==> config.mk <==
export PLATFORM = sky130hd
export DESIGN_NAME = tei_irq_core
export DESIGN_NICKNAME = d
export VERILOG_FILES = /design/src/core/tei_pkg.sv /design/src/core/tei_irq_core.sv
export VERILOG_INCLUDE_DIRS = /design/src /design/src/core
export SDC_FILE = /design/constraint.sdc
export NUM_CORES = 1
export LEC_CHECK = 0
export ABC_AREA = 1
export BUFFER_PORTS_ARGS = -buffer_cell sky130_fd_sc_hd__buf_2
export CORE_ASPECT_RATIO = 1.5
export CORE_MARGIN = 2
export CORE_UTILIZATION = 50
export DETAILED_ROUTE_END_ITERATION = 7
export HOLD_SLACK_MARGIN = 0.06
export PLACE_DENSITY = 0.71
export SKIP_CTS_REPAIR_TIMING = 1
export SLEW_MARGIN = 5
export SYNTH_ARGS = -nofsm -noshare
export SYNTH_HDL_FRONTEND = slang
export SYNTH_SLANG_ARGS = --single-unit
export TNS_END_PERCENT = 20
==> constraint.sdc <==
create_clock -name ref_clk -period 21.1 [get_ports ref_clk]
set_input_delay 2.11 -clock ref_clk [delete_from_list [all_inputs] [get_ports ref_clk]]
set_output_delay 2.11 -clock ref_clk [all_outputs]
set_load 0.05 [all_outputs]
==> src/core/tei_consts.svh <==
// Offsets, field positions, reset values and timing counts of the touch event interrupt block
`ifndef TEI_CONSTS_SVH
`define TEI_CONSTS_SVH
`define TEI_ADDR_MAIN        12'h000
`define TEI_ADDR_STATUS      12'h004
`define TEI_ADDR_TOUCH       12'h008
`define TEI_ADDR_NOISE       12'h00C
`define TEI_ADDR_CONFIG      12'h010
`define TEI_ADDR_IRQ_EN      12'h014
`define TEI_ADDR_REPEAT_EN   12'h018
`define TEI_ADDR_PATTERN_CFG 12'h01C
`define TEI_ADDR_PATTERN     12'h020
`define TEI_ADDR_TIMING      12'h024
`define TEI_ADDR_POWER_CFG   12'h028
`define TEI_ADDR_SPIKE       12'h02C
`define TEI_MAIN_PEND_BIT    0
`define TEI_CFG_ANA_DIS_BIT  0
`define TEI_CFG_RF_DIS_BIT   1
`define TEI_CFG_RF_ONLY_BIT  2
`define TEI_CFG_SPIKE_BIT    3
`define TEI_CFG_REL_BIT      4
`define TEI_CFG_CALF_BIT     5
`define TEI_CFG_BCL_BIT      6
`define TEI_CFG_RESET        32'h0000_0010
`define TEI_IRQ_EN_RESET     8'hFF
`define TEI_REPEAT_EN_RESET  8'hFF
`define TEI_PATTERN_RESET    8'hFF
`define TEI_PATCFG_RESET     32'h0000_0000
`define TEI_TIMING_RESET     32'h0000_0037
`define TEI_POWER_RESET      32'h0000_0000
`define TEI_STAT_RESET_BIT   0
`define TEI_STAT_PATTERN_BIT 1
`define TEI_STAT_POWER_BIT   2
`define TEI_STAT_CALF_BIT    3
`define TEI_STAT_BCL_BIT     4
`define TEI_TICK_NS          1000000
`define TEI_CLK_NS           20
`define TEI_TICK_CYCLES      (`TEI_TICK_NS / `TEI_CLK_NS)
`endif

==> src/core/tei_pkg.sv <==
// Types shared by the touch event interrupt block
package tei_pkg;
  typedef struct packed {
    logic       calFail;
    logic       baseLimit;
    logic       standby;
    logic [7:0] overTouch;
    logic [7:0] overNoise;
    logic [7:0] overPattern;
    logic [7:0] anaNoise;
    logic [7:0] rfNoise;
  } tei_sample_s;
  typedef enum logic [1:0] {
    TEI_IDLE,
    TEI_HELD,
    TEI_REPEAT
  } tei_chan_e;
endpackage : tei_pkg

==> src/core/tei_irq_core.sv <==
// Touch event qualification, interrupt flag and alert output with APB registers
// What this block does
// - Pattern event when count or chosen set of inputs exceed pattern threshold or noisy
// - While pattern event active, every individual touch is blocked
// - Low-frequency noise rejects the sample and sets the noise flag by default
// - RF noise drops sample before threshold compare unless its disable bit set
// - Radio-only bit 0 flags any noise, 1 flags only RF noise
// - Analog noise blocks touch by default; disable bit removes blocking
// - Delta over noise but not touch threshold is a noise spike
// - With discard bit set, spikes are kept out of recalibration averaging
// - Any interrupt sets pending flag and alert until host clears flag
// - Host clear of pending flag also clears status bits at same write
// - Alert is active low, low while an interrupt is pending
// - Per-input enable gates touch interrupts
// - Enabled non-power inputs without repeat interrupt on touch and optionally on release
// - Repeat enabled: interrupts at repeat interval while touch held
// - Four-bit minimum hold timer splits plain touch from press-and-hold
// - Power button: no touch or repeat interrupt, only after hold time
// - Enabling power button enables its interrupt regardless of input enable
// - Matched pattern interrupts when pattern interrupt setting allows
// - Calibration failure with its enable raises interrupt
// - Base count limit flag with its enable raises interrupt
// - Leaving reset sets reset status and raises interrupt
// - Separate standby and active hold times; sets power button flag
`include "tei_consts.svh"

module tei_irq_core
  import tei_pkg::*;
#(
  parameter int CHANNELS = 8
) (
  input  wire logic                ref_clk,
  input  wire logic                sys_rst,
  input  wire logic                psel,
  input  wire logic                penable,
  input  wire logic                pwrite,
  input  wire logic [11:0]         paddr,
  input  wire logic [31:0]         pwdata,
  output logic      [31:0]         prdata,
  output logic                     pready,
  output logic                     pslverr,
  input  wire logic                sampleValid,
  input  wire tei_sample_s         sample,
  output logic      [CHANNELS-1:0] recalKeep,
  output logic                     recalValid,
  output logic                     alertN
);

  ////////////////////////////////////////////////////////////////////////////
  logic [31:0]         configR;
  logic [7:0]          irqEnR;
  logic [7:0]          repeatEnR;
  logic [31:0]         patCfgR;
  logic [7:0]          patternR;
  logic [31:0]         timingR;
  logic [31:0]         powerCfgR;
  logic [7:0]          statusR;
  logic [7:0]          touchR;
  logic [7:0]          noiseR;
  logic [7:0]          spikeR;
  logic                pendingR;
  logic                rstEventR;
  logic [15:0]         tickCntR;
  logic                tickR;
  logic [3:0]          holdCnt [CHANNELS];
  logic [3:0]          repCnt [CHANNELS];
  tei_chan_e           chState [CHANNELS];
  logic [CHANNELS-1:0] touchEv;
  logic [CHANNELS-1:0] powerEv;
  logic                patternEv;
  logic                patActiveR;
  logic                wrAcc;
  logic                hostClear;

  function automatic logic [3:0] popCount(input logic [7:0] v);
    logic [3:0] c;
    c = 4'h0;
    for (int i = 0; i < 8; i++) begin
      c = c + {3'h0, v[i]};
    end
    return c;
  endfunction : popCount

  assign wrAcc     = psel & penable & pwrite;
  assign hostClear = wrAcc && paddr == `TEI_ADDR_MAIN && !pwdata[`TEI_MAIN_PEND_BIT];

  ////////////////////////////////////////////////////////////////////////////
  // Sample qualification
  logic [7:0] noiseFlag;
  logic [7:0] dropMask;
  logic [7:0] validTouch;
  logic [7:0] patHits;
  logic       patMatch;
  always_comb begin
    noiseFlag = sample.rfNoise | (configR[`TEI_CFG_RF_ONLY_BIT] ? 8'h00 : sample.anaNoise);
    // Inputs whose sample is thrown away for noise
    dropMask = 8'h00;
    if (!configR[`TEI_CFG_ANA_DIS_BIT]) begin
      dropMask = dropMask | sample.anaNoise;
    end
    if (!configR[`TEI_CFG_RF_DIS_BIT]) begin
      dropMask = dropMask | sample.rfNoise;
    end
    validTouch = sample.overTouch & ~dropMask;
    patHits = sample.overPattern | noiseFlag;
    if (patCfgR[1]) begin
      patMatch = (patHits & patternR) == patternR && patternR != 8'h00;
    end else begin
      patMatch = popCount(patHits) >= popCount(patternR) && patternR != 8'h00;
    end
    patMatch = patMatch & patCfgR[0];
  end

  // Spike: over noise, under touch threshold; threshold choice is done upstream by state
  always_ff @(posedge ref_clk or posedge sys_rst) begin
    if (sys_rst) begin
      spikeR     <= 8'h00;
      recalKeep  <= '0;
      recalValid <= 1'b0;
    end else begin
      recalValid <= sampleValid;
      if (sampleValid) begin
        spikeR    <= sample.overNoise & ~sample.overTouch;
        // Discarded samples must not reach the averaging either
        recalKeep <= ~sample.overTouch & ~dropMask &
                     ~(configR[`TEI_CFG_SPIKE_BIT] ? sample.overNoise : 8'h00);
      end
    end
  end

  always_ff @(posedge ref_clk or posedge sys_rst) begin
    if (sys_rst) begin
      touchR      <= 8'h00;
      noiseR      <= 8'h00;
      patActiveR  <= 1'b0;
    end else if (sampleValid) begin
      noiseR     <= noiseFlag;
      patActiveR <= patMatch;
      // Dropped sample keeps the last state; a zero would fake a release
      touchR     <= patMatch ? 8'h00 : validTouch | (touchR & dropMask);
    end
  end
  assign patternEv = sampleValid & patMatch & ~patActiveR;

  ////////////////////////////////////////////////////////////////////////////
  // Tick divider for hold and repeat timers; only one clock, a pulse paces them
  // Timers count whole ticks, so the first one may come up to a tick early
  always_ff @(posedge ref_clk or posedge sys_rst) begin
    if (sys_rst) begin
      tickCntR <= 16'h0000;
      tickR    <= 1'b0;
    end else begin
      tickR    <= tickCntR == 16'(`TEI_TICK_CYCLES - 1);
      tickCntR <= tickCntR == 16'(`TEI_TICK_CYCLES - 1) ? 16'h0000 : tickCntR + 16'h0001;
    end
  end

  ////////////////////////////////////////////////////////////////////////////
  // Per-channel touch state
  logic [2:0] powerCh;
  logic       powerOn;
  logic [3:0] powerHold;
  assign powerCh   = powerCfgR[2:0];
  assign powerOn   = sample.standby ? powerCfgR[4] : powerCfgR[3];
  assign powerHold = sample.standby ? powerCfgR[11:8] : powerCfgR[15:12];

  for (genvar c = 0; c < CHANNELS; c++) begin : gChan
    logic isPower;
    logic cur;
    logic prev;
    logic chEn;
    logic [3:0] holdNxt;
    logic [3:0] repNxt;
    assign holdNxt = holdCnt[c] + 4'h1;
    assign repNxt  = repCnt[c] + 4'h1;
    assign isPower = powerOn && powerCh == 3'(c);
    assign cur     = touchR[c];
    assign chEn    = irqEnR[c];
    always_ff @(posedge ref_clk or posedge sys_rst) begin
      if (sys_rst) begin
        chState[c] <= TEI_IDLE;
        holdCnt[c] <= 4'h0;
        repCnt[c]  <= 4'h0;
        prev       <= 1'b0;
        touchEv[c] <= 1'b0;
        powerEv[c] <= 1'b0;
      end else begin
        touchEv[c] <= 1'b0;
        powerEv[c] <= 1'b0;
        prev       <= cur;
        unique case (chState[c])
          TEI_IDLE: begin
            if (cur && !prev) begin
              chState[c] <= TEI_HELD;
              holdCnt[c] <= 4'h0;
              repCnt[c]  <= 4'h0;
              if (!isPower && !repeatEnR[c]) begin
                touchEv[c] <= chEn;
              end
            end
          end
          TEI_HELD: begin
            if (!cur) begin
              chState[c] <= TEI_IDLE;
              if (!isPower) begin
                // Short press with repeat counts as plain touch, reported at release
                touchEv[c] <= chEn & (repeatEnR[c] | configR[`TEI_CFG_REL_BIT]);
              end
            end else if (tickR) begin
              holdCnt[c] <= holdNxt;
              if (isPower && holdNxt >= powerHold) begin
                chState[c] <= TEI_REPEAT;
                powerEv[c] <= 1'b1;
              end else if (!isPower && repeatEnR[c] && holdNxt >= timingR[3:0]) begin
                chState[c] <= TEI_REPEAT;
                touchEv[c] <= chEn;
              end
            end
          end
          TEI_REPEAT: begin
            // Power button ignores repeat and only waits here for release
            if (!cur) begin
              chState[c] <= TEI_IDLE;
              touchEv[c] <= !isPower & chEn & configR[`TEI_CFG_REL_BIT];
            end else if (tickR && !isPower) begin
              repCnt[c] <= repNxt;
              if (repNxt >= timingR[7:4]) begin
                repCnt[c]  <= 4'h0;
                touchEv[c] <= chEn;
              end
            end
          end
        endcase
      end
    end
  end

  ////////////////////////////////////////////////////////////////////////////
  // Status, pending flag and alert
  logic calFailEv;
  logic baseLimEv;
  logic anyEvent;
  logic calPrevR;
  logic basePrevR;
  logic pendingNxt;
  // Both flags are levels; only their rising edge counts
  assign calFailEv = sample.calFail & ~calPrevR;
  assign baseLimEv = sample.baseLimit & ~basePrevR;
  assign anyEvent  = (|touchEv) | (|powerEv) | (patternEv & patCfgR[2]) | rstEventR
                   | (calFailEv & configR[`TEI_CFG_CALF_BIT])
                   | (baseLimEv & configR[`TEI_CFG_BCL_BIT]);
  assign pendingNxt = anyEvent | (pendingR & ~hostClear);

  always_ff @(posedge ref_clk or posedge sys_rst) begin
    if (sys_rst) begin
      calPrevR  <= 1'b0;
      basePrevR <= 1'b0;
      rstEventR <= 1'b1;
    end else begin
      calPrevR  <= sample.calFail;
      basePrevR <= sample.baseLimit;
      rstEventR <= 1'b0;
    end
  end

  always_ff @(posedge ref_clk or posedge sys_rst) begin
    if (sys_rst) begin
      statusR <= 8'h00;
    end else begin
      // Event beats a clear landing in the same cycle
      statusR <= (hostClear ? 8'h00 : statusR)
               | {3'h0, baseLimEv, calFailEv, |powerEv, patternEv, rstEventR};
    end
  end

  always_ff @(posedge ref_clk or posedge sys_rst) begin
    if (sys_rst) begin
      pendingR <= 1'b0;
      alertN   <= 1'b1;
    end else begin
      pendingR <= pendingNxt;
      alertN   <= ~pendingNxt;
    end
  end

  ////////////////////////////////////////////////////////////////////////////
  // APB register file, zero wait states
  // Writes land at the access edge; read-only and unmapped offsets ignore them
  always_ff @(posedge ref_clk or posedge sys_rst) begin
    if (sys_rst) begin
      configR   <= `TEI_CFG_RESET;
      irqEnR    <= `TEI_IRQ_EN_RESET;
      repeatEnR <= `TEI_REPEAT_EN_RESET;
      patCfgR   <= `TEI_PATCFG_RESET;
      patternR  <= `TEI_PATTERN_RESET;
      timingR   <= `TEI_TIMING_RESET;
      powerCfgR <= `TEI_POWER_RESET;
    end else if (wrAcc) begin
      case (paddr)
        `TEI_ADDR_CONFIG:      configR   <= pwdata;
        `TEI_ADDR_IRQ_EN:      irqEnR    <= pwdata[7:0];
        `TEI_ADDR_REPEAT_EN:   repeatEnR <= pwdata[7:0];
        `TEI_ADDR_PATTERN_CFG: patCfgR   <= pwdata;
        `TEI_ADDR_PATTERN:     patternR  <= pwdata[7:0];
        `TEI_ADDR_TIMING:      timingR   <= pwdata;
        `TEI_ADDR_POWER_CFG:   powerCfgR <= pwdata;
        default: ;
      endcase
    end
  end

  always_ff @(posedge ref_clk or posedge sys_rst) begin
    if (sys_rst) begin
      prdata  <= 32'h0000_0000;
      pready  <= 1'b0;
      pslverr <= 1'b0;
    end else begin
      // Read data registered in setup, so pready rises in the access cycle
      pready  <= psel & ~penable;
      pslverr <= 1'b0;
      if (psel && !penable) begin
        prdata <= 32'h0000_0000;
        unique case (paddr)
          `TEI_ADDR_MAIN:        prdata <= {31'h0, pendingR};
          `TEI_ADDR_STATUS:      prdata <= {24'h0, statusR};
          `TEI_ADDR_TOUCH:       prdata <= {24'h0, touchR};
          `TEI_ADDR_NOISE:       prdata <= {24'h0, noiseR};
          `TEI_ADDR_CONFIG:      prdata <= configR;
          `TEI_ADDR_IRQ_EN:      prdata <= {24'h0, irqEnR};
          `TEI_ADDR_REPEAT_EN:   prdata <= {24'h0, repeatEnR};
          `TEI_ADDR_PATTERN_CFG: prdata <= patCfgR;
          `TEI_ADDR_PATTERN:     prdata <= {24'h0, patternR};
          `TEI_ADDR_TIMING:      prdata <= timingR;
          `TEI_ADDR_POWER_CFG:   prdata <= powerCfgR;
          `TEI_ADDR_SPIKE:       prdata <= {24'h0, spikeR};
          default:               pslverr <= 1'b1;
        endcase
      end
    end
  end

endmodule : tei_irq_core

; Yosys cells after proc, flatten, opt, wreduce, memory -nomap -nowiden
; Cells that the tools add are included.
[totals]
register_bits = 354
in_bits = 93
output_inout_bits = 44
[op_classes]
add_sub_neg = 31
magnitude_cmp = 25
n_eq_ne = 100
n_mux = 253
bitwise_logic = 70
reduce_logical = 148
[ops]
columns = cell, count
row1 = 32-bit one-hot mux with 12 select lines, 1
row2 = 4-bit 2-to-1 mux, 49
row3 = 4-bit one-hot mux with 2 select lines, 16
row4 = 1-bit 2-to-1 mux, 116
row5 = 4-bit greater-or-equal comparator, 25
row6 = 2-bit 2-to-1 mux, 48
row7 = "2-bit != test, second input constant", 48
row8 = 4-bit AND reduction, 24
row9 = "4-bit by 1-bit adder with 4-bit output, second input constant", 16
row10 = 1-bit logical AND, 61
row11 = 8-bit AND, 6
row12 = "12-bit by 5-bit == test with 1-bit output, second input constant", 4
row13 = "12-bit by 6-bit == test with 1-bit output, second input constant", 4
row14 = 8-bit 2-to-1 mux, 6
row15 = 2-bit one-hot mux with 3 select lines, 8
row16 = 1-bit AND, 36
row17 = 4-bit by 1-bit adder with 4-bit output, 8
row18 = "4-bit != test, second input constant", 8
row19 = 8-bit OR, 4
row20 = 2-bit nonzero test, 16
row21 = 1-bit logical NOT, 26
row22 = "12-bit by 4-bit == test with 1-bit output, second input constant", 2
row23 = "3-bit != test, second input constant", 8
row24 = 8-bit NOT, 3
row25 = other kinds (24), 84

; Depth between registers and ports, before layout
[logic_depth]
depth_word = 23
mapped_depth = 22
mapped_depth_nobuf = 22

; Worst setup path before layout
; Ideal clock, no wire load.
[synth_path]
path_kind = input -> register
from = input sample[8] (netlist name)
to = register touchR[0]
setup_ns = 0.118
arrival_time_ns = 5.534
required_time_ns = 20.982
slack_ns = 15.448
stages = 21
n_path_buf = 0
path_cell_list = nand2_1 -> nand2_1 -> nor2_1 -> fa_1 -> inv_1 -> fa_1 -> fa_1 -> ha_1 -> inv_1 -> fa_1 -> inv_1 -> ha_1 -> inv_1 -> o21bai_1 -> nand2_1 -> nand4_1 -> nand2_1 -> inv_1 -> nand2_1 -> nand3b_1 -> nand2_1
[synth_between]
elab_chain_len = 15
word_cells_on_any_way = 25
[synth_lines]
columns = element, line_no
row1 = from (decl), tei_irq_core.sv:43  ; input wire tei_sample_s sample,
row2 = 8-bit 2-to-1 mux, tei_irq_core.sv:95  ; noiseFlag = sample.rfNoise | (configR[`TEI_CFG_RF_ONLY_BIT] ? 8'h00 : sample.anaNoise);
row3 = 8-bit OR, tei_irq_core.sv:95
row4 = 8-bit OR, tei_irq_core.sv:105  ; patHits = sample.overPattern | noiseFlag;
row5 = 1-bit by 1-bit adder with 2-bit output, tei_irq_core.sv:79  ; c = c + {3'h0, v[i]};
row6 = 2-bit by 1-bit adder with 3-bit output, tei_irq_core.sv:79
row7 = 3-bit by 1-bit adder with 4-bit output, tei_irq_core.sv:79
row8 = 4-bit by 1-bit adder with 4-bit output (4 in a row), tei_irq_core.sv:79
row9 = 4-bit greater-or-equal comparator, tei_irq_core.sv:109  ; patMatch = popCount(patHits) >= popCount(patternR) && patternR != 8'h00;
row10 = 1-bit logical AND, tei_irq_core.sv:109
row11 = 1-bit 2-to-1 mux, tei_irq_core.sv:106  ; if (patCfgR[1]) begin
row12 = 1-bit AND, tei_irq_core.sv:111  ; patMatch = patMatch & patCfgR[0];
row13 = 8-bit 2-to-1 mux *, tei_irq_core.sv:140  ; touchR <= patMatch ? 8'h00 : validTouch | (touchR & dropMask);
row14 = to (signal assigned), tei_irq_core.sv:140
row15 = to (decl), tei_irq_core.sv:58  ; logic [7:0] touchR;
; Every way passes the cells marked *; elsewhere a longest branch is shown, timed or not.
; A chain may end at the register's enable or synchronous reset.

; Worst setup path after layout
[layout_path]
from = input sample[8] (netlist name)
to = register touchR[1]
[layout_between]
elab_chain_len = 15
word_cells_on_any_way = 18
[layout_lines]
columns = element, line_no
row1 = 8-bit 2-to-1 mux *, tei_irq_core.sv:95
row2 = 8-bit OR *, tei_irq_core.sv:95
row3 = 8-bit OR *, tei_irq_core.sv:105
row4 = 1-bit by 1-bit adder with 2-bit output, tei_irq_core.sv:79
row5 = 2-bit by 1-bit adder with 3-bit output, tei_irq_core.sv:79
row6 = 3-bit by 1-bit adder with 4-bit output, tei_irq_core.sv:79
row7 = 4-bit by 1-bit adder with 4-bit output (4 in a row), tei_irq_core.sv:79
row8 = 4-bit greater-or-equal comparator, tei_irq_core.sv:109
row9 = 1-bit logical AND, tei_irq_core.sv:109
row10 = 1-bit 2-to-1 mux *, tei_irq_core.sv:106
row11 = 1-bit AND *, tei_irq_core.sv:111
row12 = 8-bit 2-to-1 mux *, tei_irq_core.sv:140
; Marks and branches as above.

==> flow_metrics.py <==
metrics = {
    "outcome": {
        "status": "finished clean",
    },
    "worst_hold_path": {
        "hold_class": "reg -> reg",
    },
    "placed_design": {
        "place_ws_ps": 14930,
        "placed_cell_area_sq_um": 21300,
        "port_buffers": 136,
        "dp.cells": 3122,
        "gp_congestion": 0.925,
        "dp_hpwl_um": 41100,
    },
    "finish": {
        "nets": 2903,
        "area_delta_synth_final_pct": 11.3,
        "antennaDiodeCount": 0,
        "drive_gt1_share_pct": 10.6,
        "mostFrequentLayoutCells": "635 x nand2_1, 319 x dfrtp_1, 304 x inv_1, 302 x nand3_1, 237 x o21ai_0",
        "final_common_cell": "nand2_1",
        "final_area_sq_um": 22500,
        "finalNonFillerCells": 3187,
    },
    "logic_synthesis": {
        "syn_area_per_cell_sq_um": 7.93,
        "synth_flop_cell": "dfrtp_1",
        "async_reset_ff_share_pct": 100,
        "synth_edf_count": 0,
        "synth-seq-area-share_pct": 43.7,
        "synthCells": 2545,
        "synth_top_area_cell": "dfrtp_1",
        "synth_area_sq_um": 20200,
        "ys_ff_latch": 351,
        "synth_cell_type_count": 47,
        "synth_fp_nets": 2794,
        "yosys_warnings": 0,
        "synth_top_area_share_pct": 39.5,
        "yosys-top-cells-area": "dfrtp_1 40%, nand2_1 12%, ha_1 9.2%, nand3_1 7.5%, o21ai_0 6.0%",
    },
    "pwr": {
        "power_density_nw_per_um2": 88.0,
        "leakage_nw": 11.6,
        "max-vdd-ir-drop_mv": 0.0661,
        "power_mw": 1.98,
    },
    "sta": {
        "relSlewSlack_pct": 23.0,
        "drv_slew": 0,
        "fin_crit_sh_pct": 26.8,
        "fin_skew_ps": 20.0,
        "hold_viol_final": 0,
        "post-route-min-period_ps": 5650,
        "finalSetupViolations": 0,
        "rsz0062_at_grt": "no",
        "worst_slew_pin_slew_ps": 1150,
        "finalSetupTns_ps": 0,
        "fmaxAchievable_ghz": 0.177,
        "fin_ws_ps": 15450,
    },
    "drt": {
        "wl_um": 56800,
        "drtAntennaViolNets": 0,
        "dr_total_vias": 18000,
        "drc_errors": 0,
        "first_iter_violations": 1403,
        "wl_per_cell_um": 17.8,
        "drt_first_pass_iters": 5,
        "viasPerCell": 5.63,
    },
    "grt": {
        "grt_antenna_before_repair": 0,
        "track_usage_pct": 27.3,
        "grt-ovfl-total": 0,
        "grt_max_degree": 143,
        "grt_pass1_vias": 17700,
        "grt_pass1_wl_um": 91500,
    },
    "worst_setup_path": {
        "cpMostUsedCell": "nand2_1",
        "critical_path.startpoint_type": "input pin",
        "worstPathArrival_ps": 6090,
        "cp_cell_sequence": "buf_2 -> nand2_1 -> nand2_1 -> nor2_1 -> fa_1 -> inv_1 -> fa_1 -> fa_1 -> ha_1 -> inv_1 -> fa_1 -> inv_1 -> ha_1 -> inv_1 -> o21bai_1 -> nand2_1 -> nand4_1 -> nand2_1 -> inv_1 -> nand2_1 -> nand3b_1 -> nand2_1",
        "setup.worst_path.class": "in -> reg",
        "cp_max_fo": 9,
        "slowest_delay_ps": 550,
        "cp.required_ps": 21540,
        "crit_buf_inv": 6,
        "endpoint_kind": "flop",
        "cp_top_family": "adder cells",
        "slowest_stage": "fa_1",
    },
    "clock_network": {
        "cts_root_buf": "clkbuf_16",
        "clock_tree.buffer_depth": 3,
        "clkSinkCount": 351,
        "cts_tree": "done",
        "path_clk_slew_ps": 60,
        "clk_latency_ps": 560,
        "htreeDepth": 2,
        "cts_buffers": 36,
    },
    "floorplanning": {
        "start_util_pct": 50.4,
        "die_area_sq_um": 42000,
        "coreArea_sq_um": 40100,
        "die_x_um": 168,
        "num_io_pins": 137,
        "row_count": 90,
        "die_y_um": 250,
    },
    "job": {
        "maxCapViolations": 0,
    },
}
[state kept, by name, summed over array words and instances, names as in the netlist, 16 cells and up]
name       flops
tickCntR      16
chState       16
powerCfgR     32
prdata        32
timingR       32
repCnt        32
configR       32
holdCnt       32
patCfgR       32
[where the power goes]
| group | total [mW] | leakage (nW) | internal [mW] | switching [mW] |
|---|---|---|---|---|
| Clock | 0.651 | 0.583 | 0.362 | 0.289 |
| Combinational | 0.563 | 6.40 | 0.201 | 0.362 |
| Sequential | 0.764 | 4.63 | 0.718 | 0.0462 |
[synth_stat cells (all sizes together) (28+ instances only)]
| cell | instances |
|---|---|
| o21ai | 264 |
| nor3 | 32 |
| a21oi | 53 |
| ha | 148 |
| nand2 | 639 |
| inv | 306 |
| nor2 | 148 |
| dfstp | 32 |
| nand4 | 66 |
| dfrtp | 319 |
| clkbuf | 51 |
| nand3 | 310 |
| buf | 28 |
[final cells by class]
class	count	area [sq um]
tap	506	633
timing repair buffer	150	786
clock buffer	49	990
multi-input combinational	1807	9890
clock inverter	16	195
sequential	351	8820
inverter	308	1170
fill	3723	17600
[cells by family after synthesis]
group	count (synthesis)	synth area share (%)
buffers and inverters	387	7.48
XOR/XNOR	40	1.73
AO/OA/AOI/OAI	389	10.6
adder cells (fa/ha/maj)	156	9.96
AND/OR/NAND/NOR	1221	26.5
flip-flops	351	43.7
other	1	0.0186
[per-layer routing]
layer,track usage [%],up-vias,part of all wire [%]
li1,-,8622,-
met1,32.1,8572,39
met2,48.0,565,50
met3,2.88,196,4.5
met4,16.1,0,6.8
met5,0,-,0
[worst register-to-register path: cells and delay by family (launching register included)]
| kind | cells | cell delay, ps |
|---|---|---|
| compound gates | 1 | 120 |
| fa+ha+maj | 6 | 2580 |
| buf+inv | 6 | 550 |
| flops | 1 | 400 |
| simple gates | 9 | 970 |
[worst paths after layout]
kind	startpoint	endpoint	slack, ps	depth (start not counted)
setup / recovery	sample[8]	touchR[1]$_DFFE_PP0P_	15450	22
hold / removal	tickCntR[0]$_DFF_PP0_	tickCntR[0]$_DFF_PP0_	460	1
setup reg to reg	configR[2]$_DFFE_PP0P_	touchR[1]$_DFFE_PP0P_	16370	22
hold reg to reg	tickCntR[0]$_DFF_PP0_	tickCntR[0]$_DFF_PP0_	460	1
max in group asynchronous	sys_rst	patCfgR[28]$_DFFE_PP0P_	16940	4
min in group asynchronous	sys_rst	patCfgR[12]$_DFFE_PP0P_	1720	2
[stage by stage]
stage          hold slack, ps  util [%]
6_report                  465      56.1
2_1_floorplan             352         -
3_3_place_gp              450      53.1
3_5_place_dp              459      53.1
5_1_grt                   491      56.1
4_1_cts                   459      56.1
(Power assumes the default switching activity.)
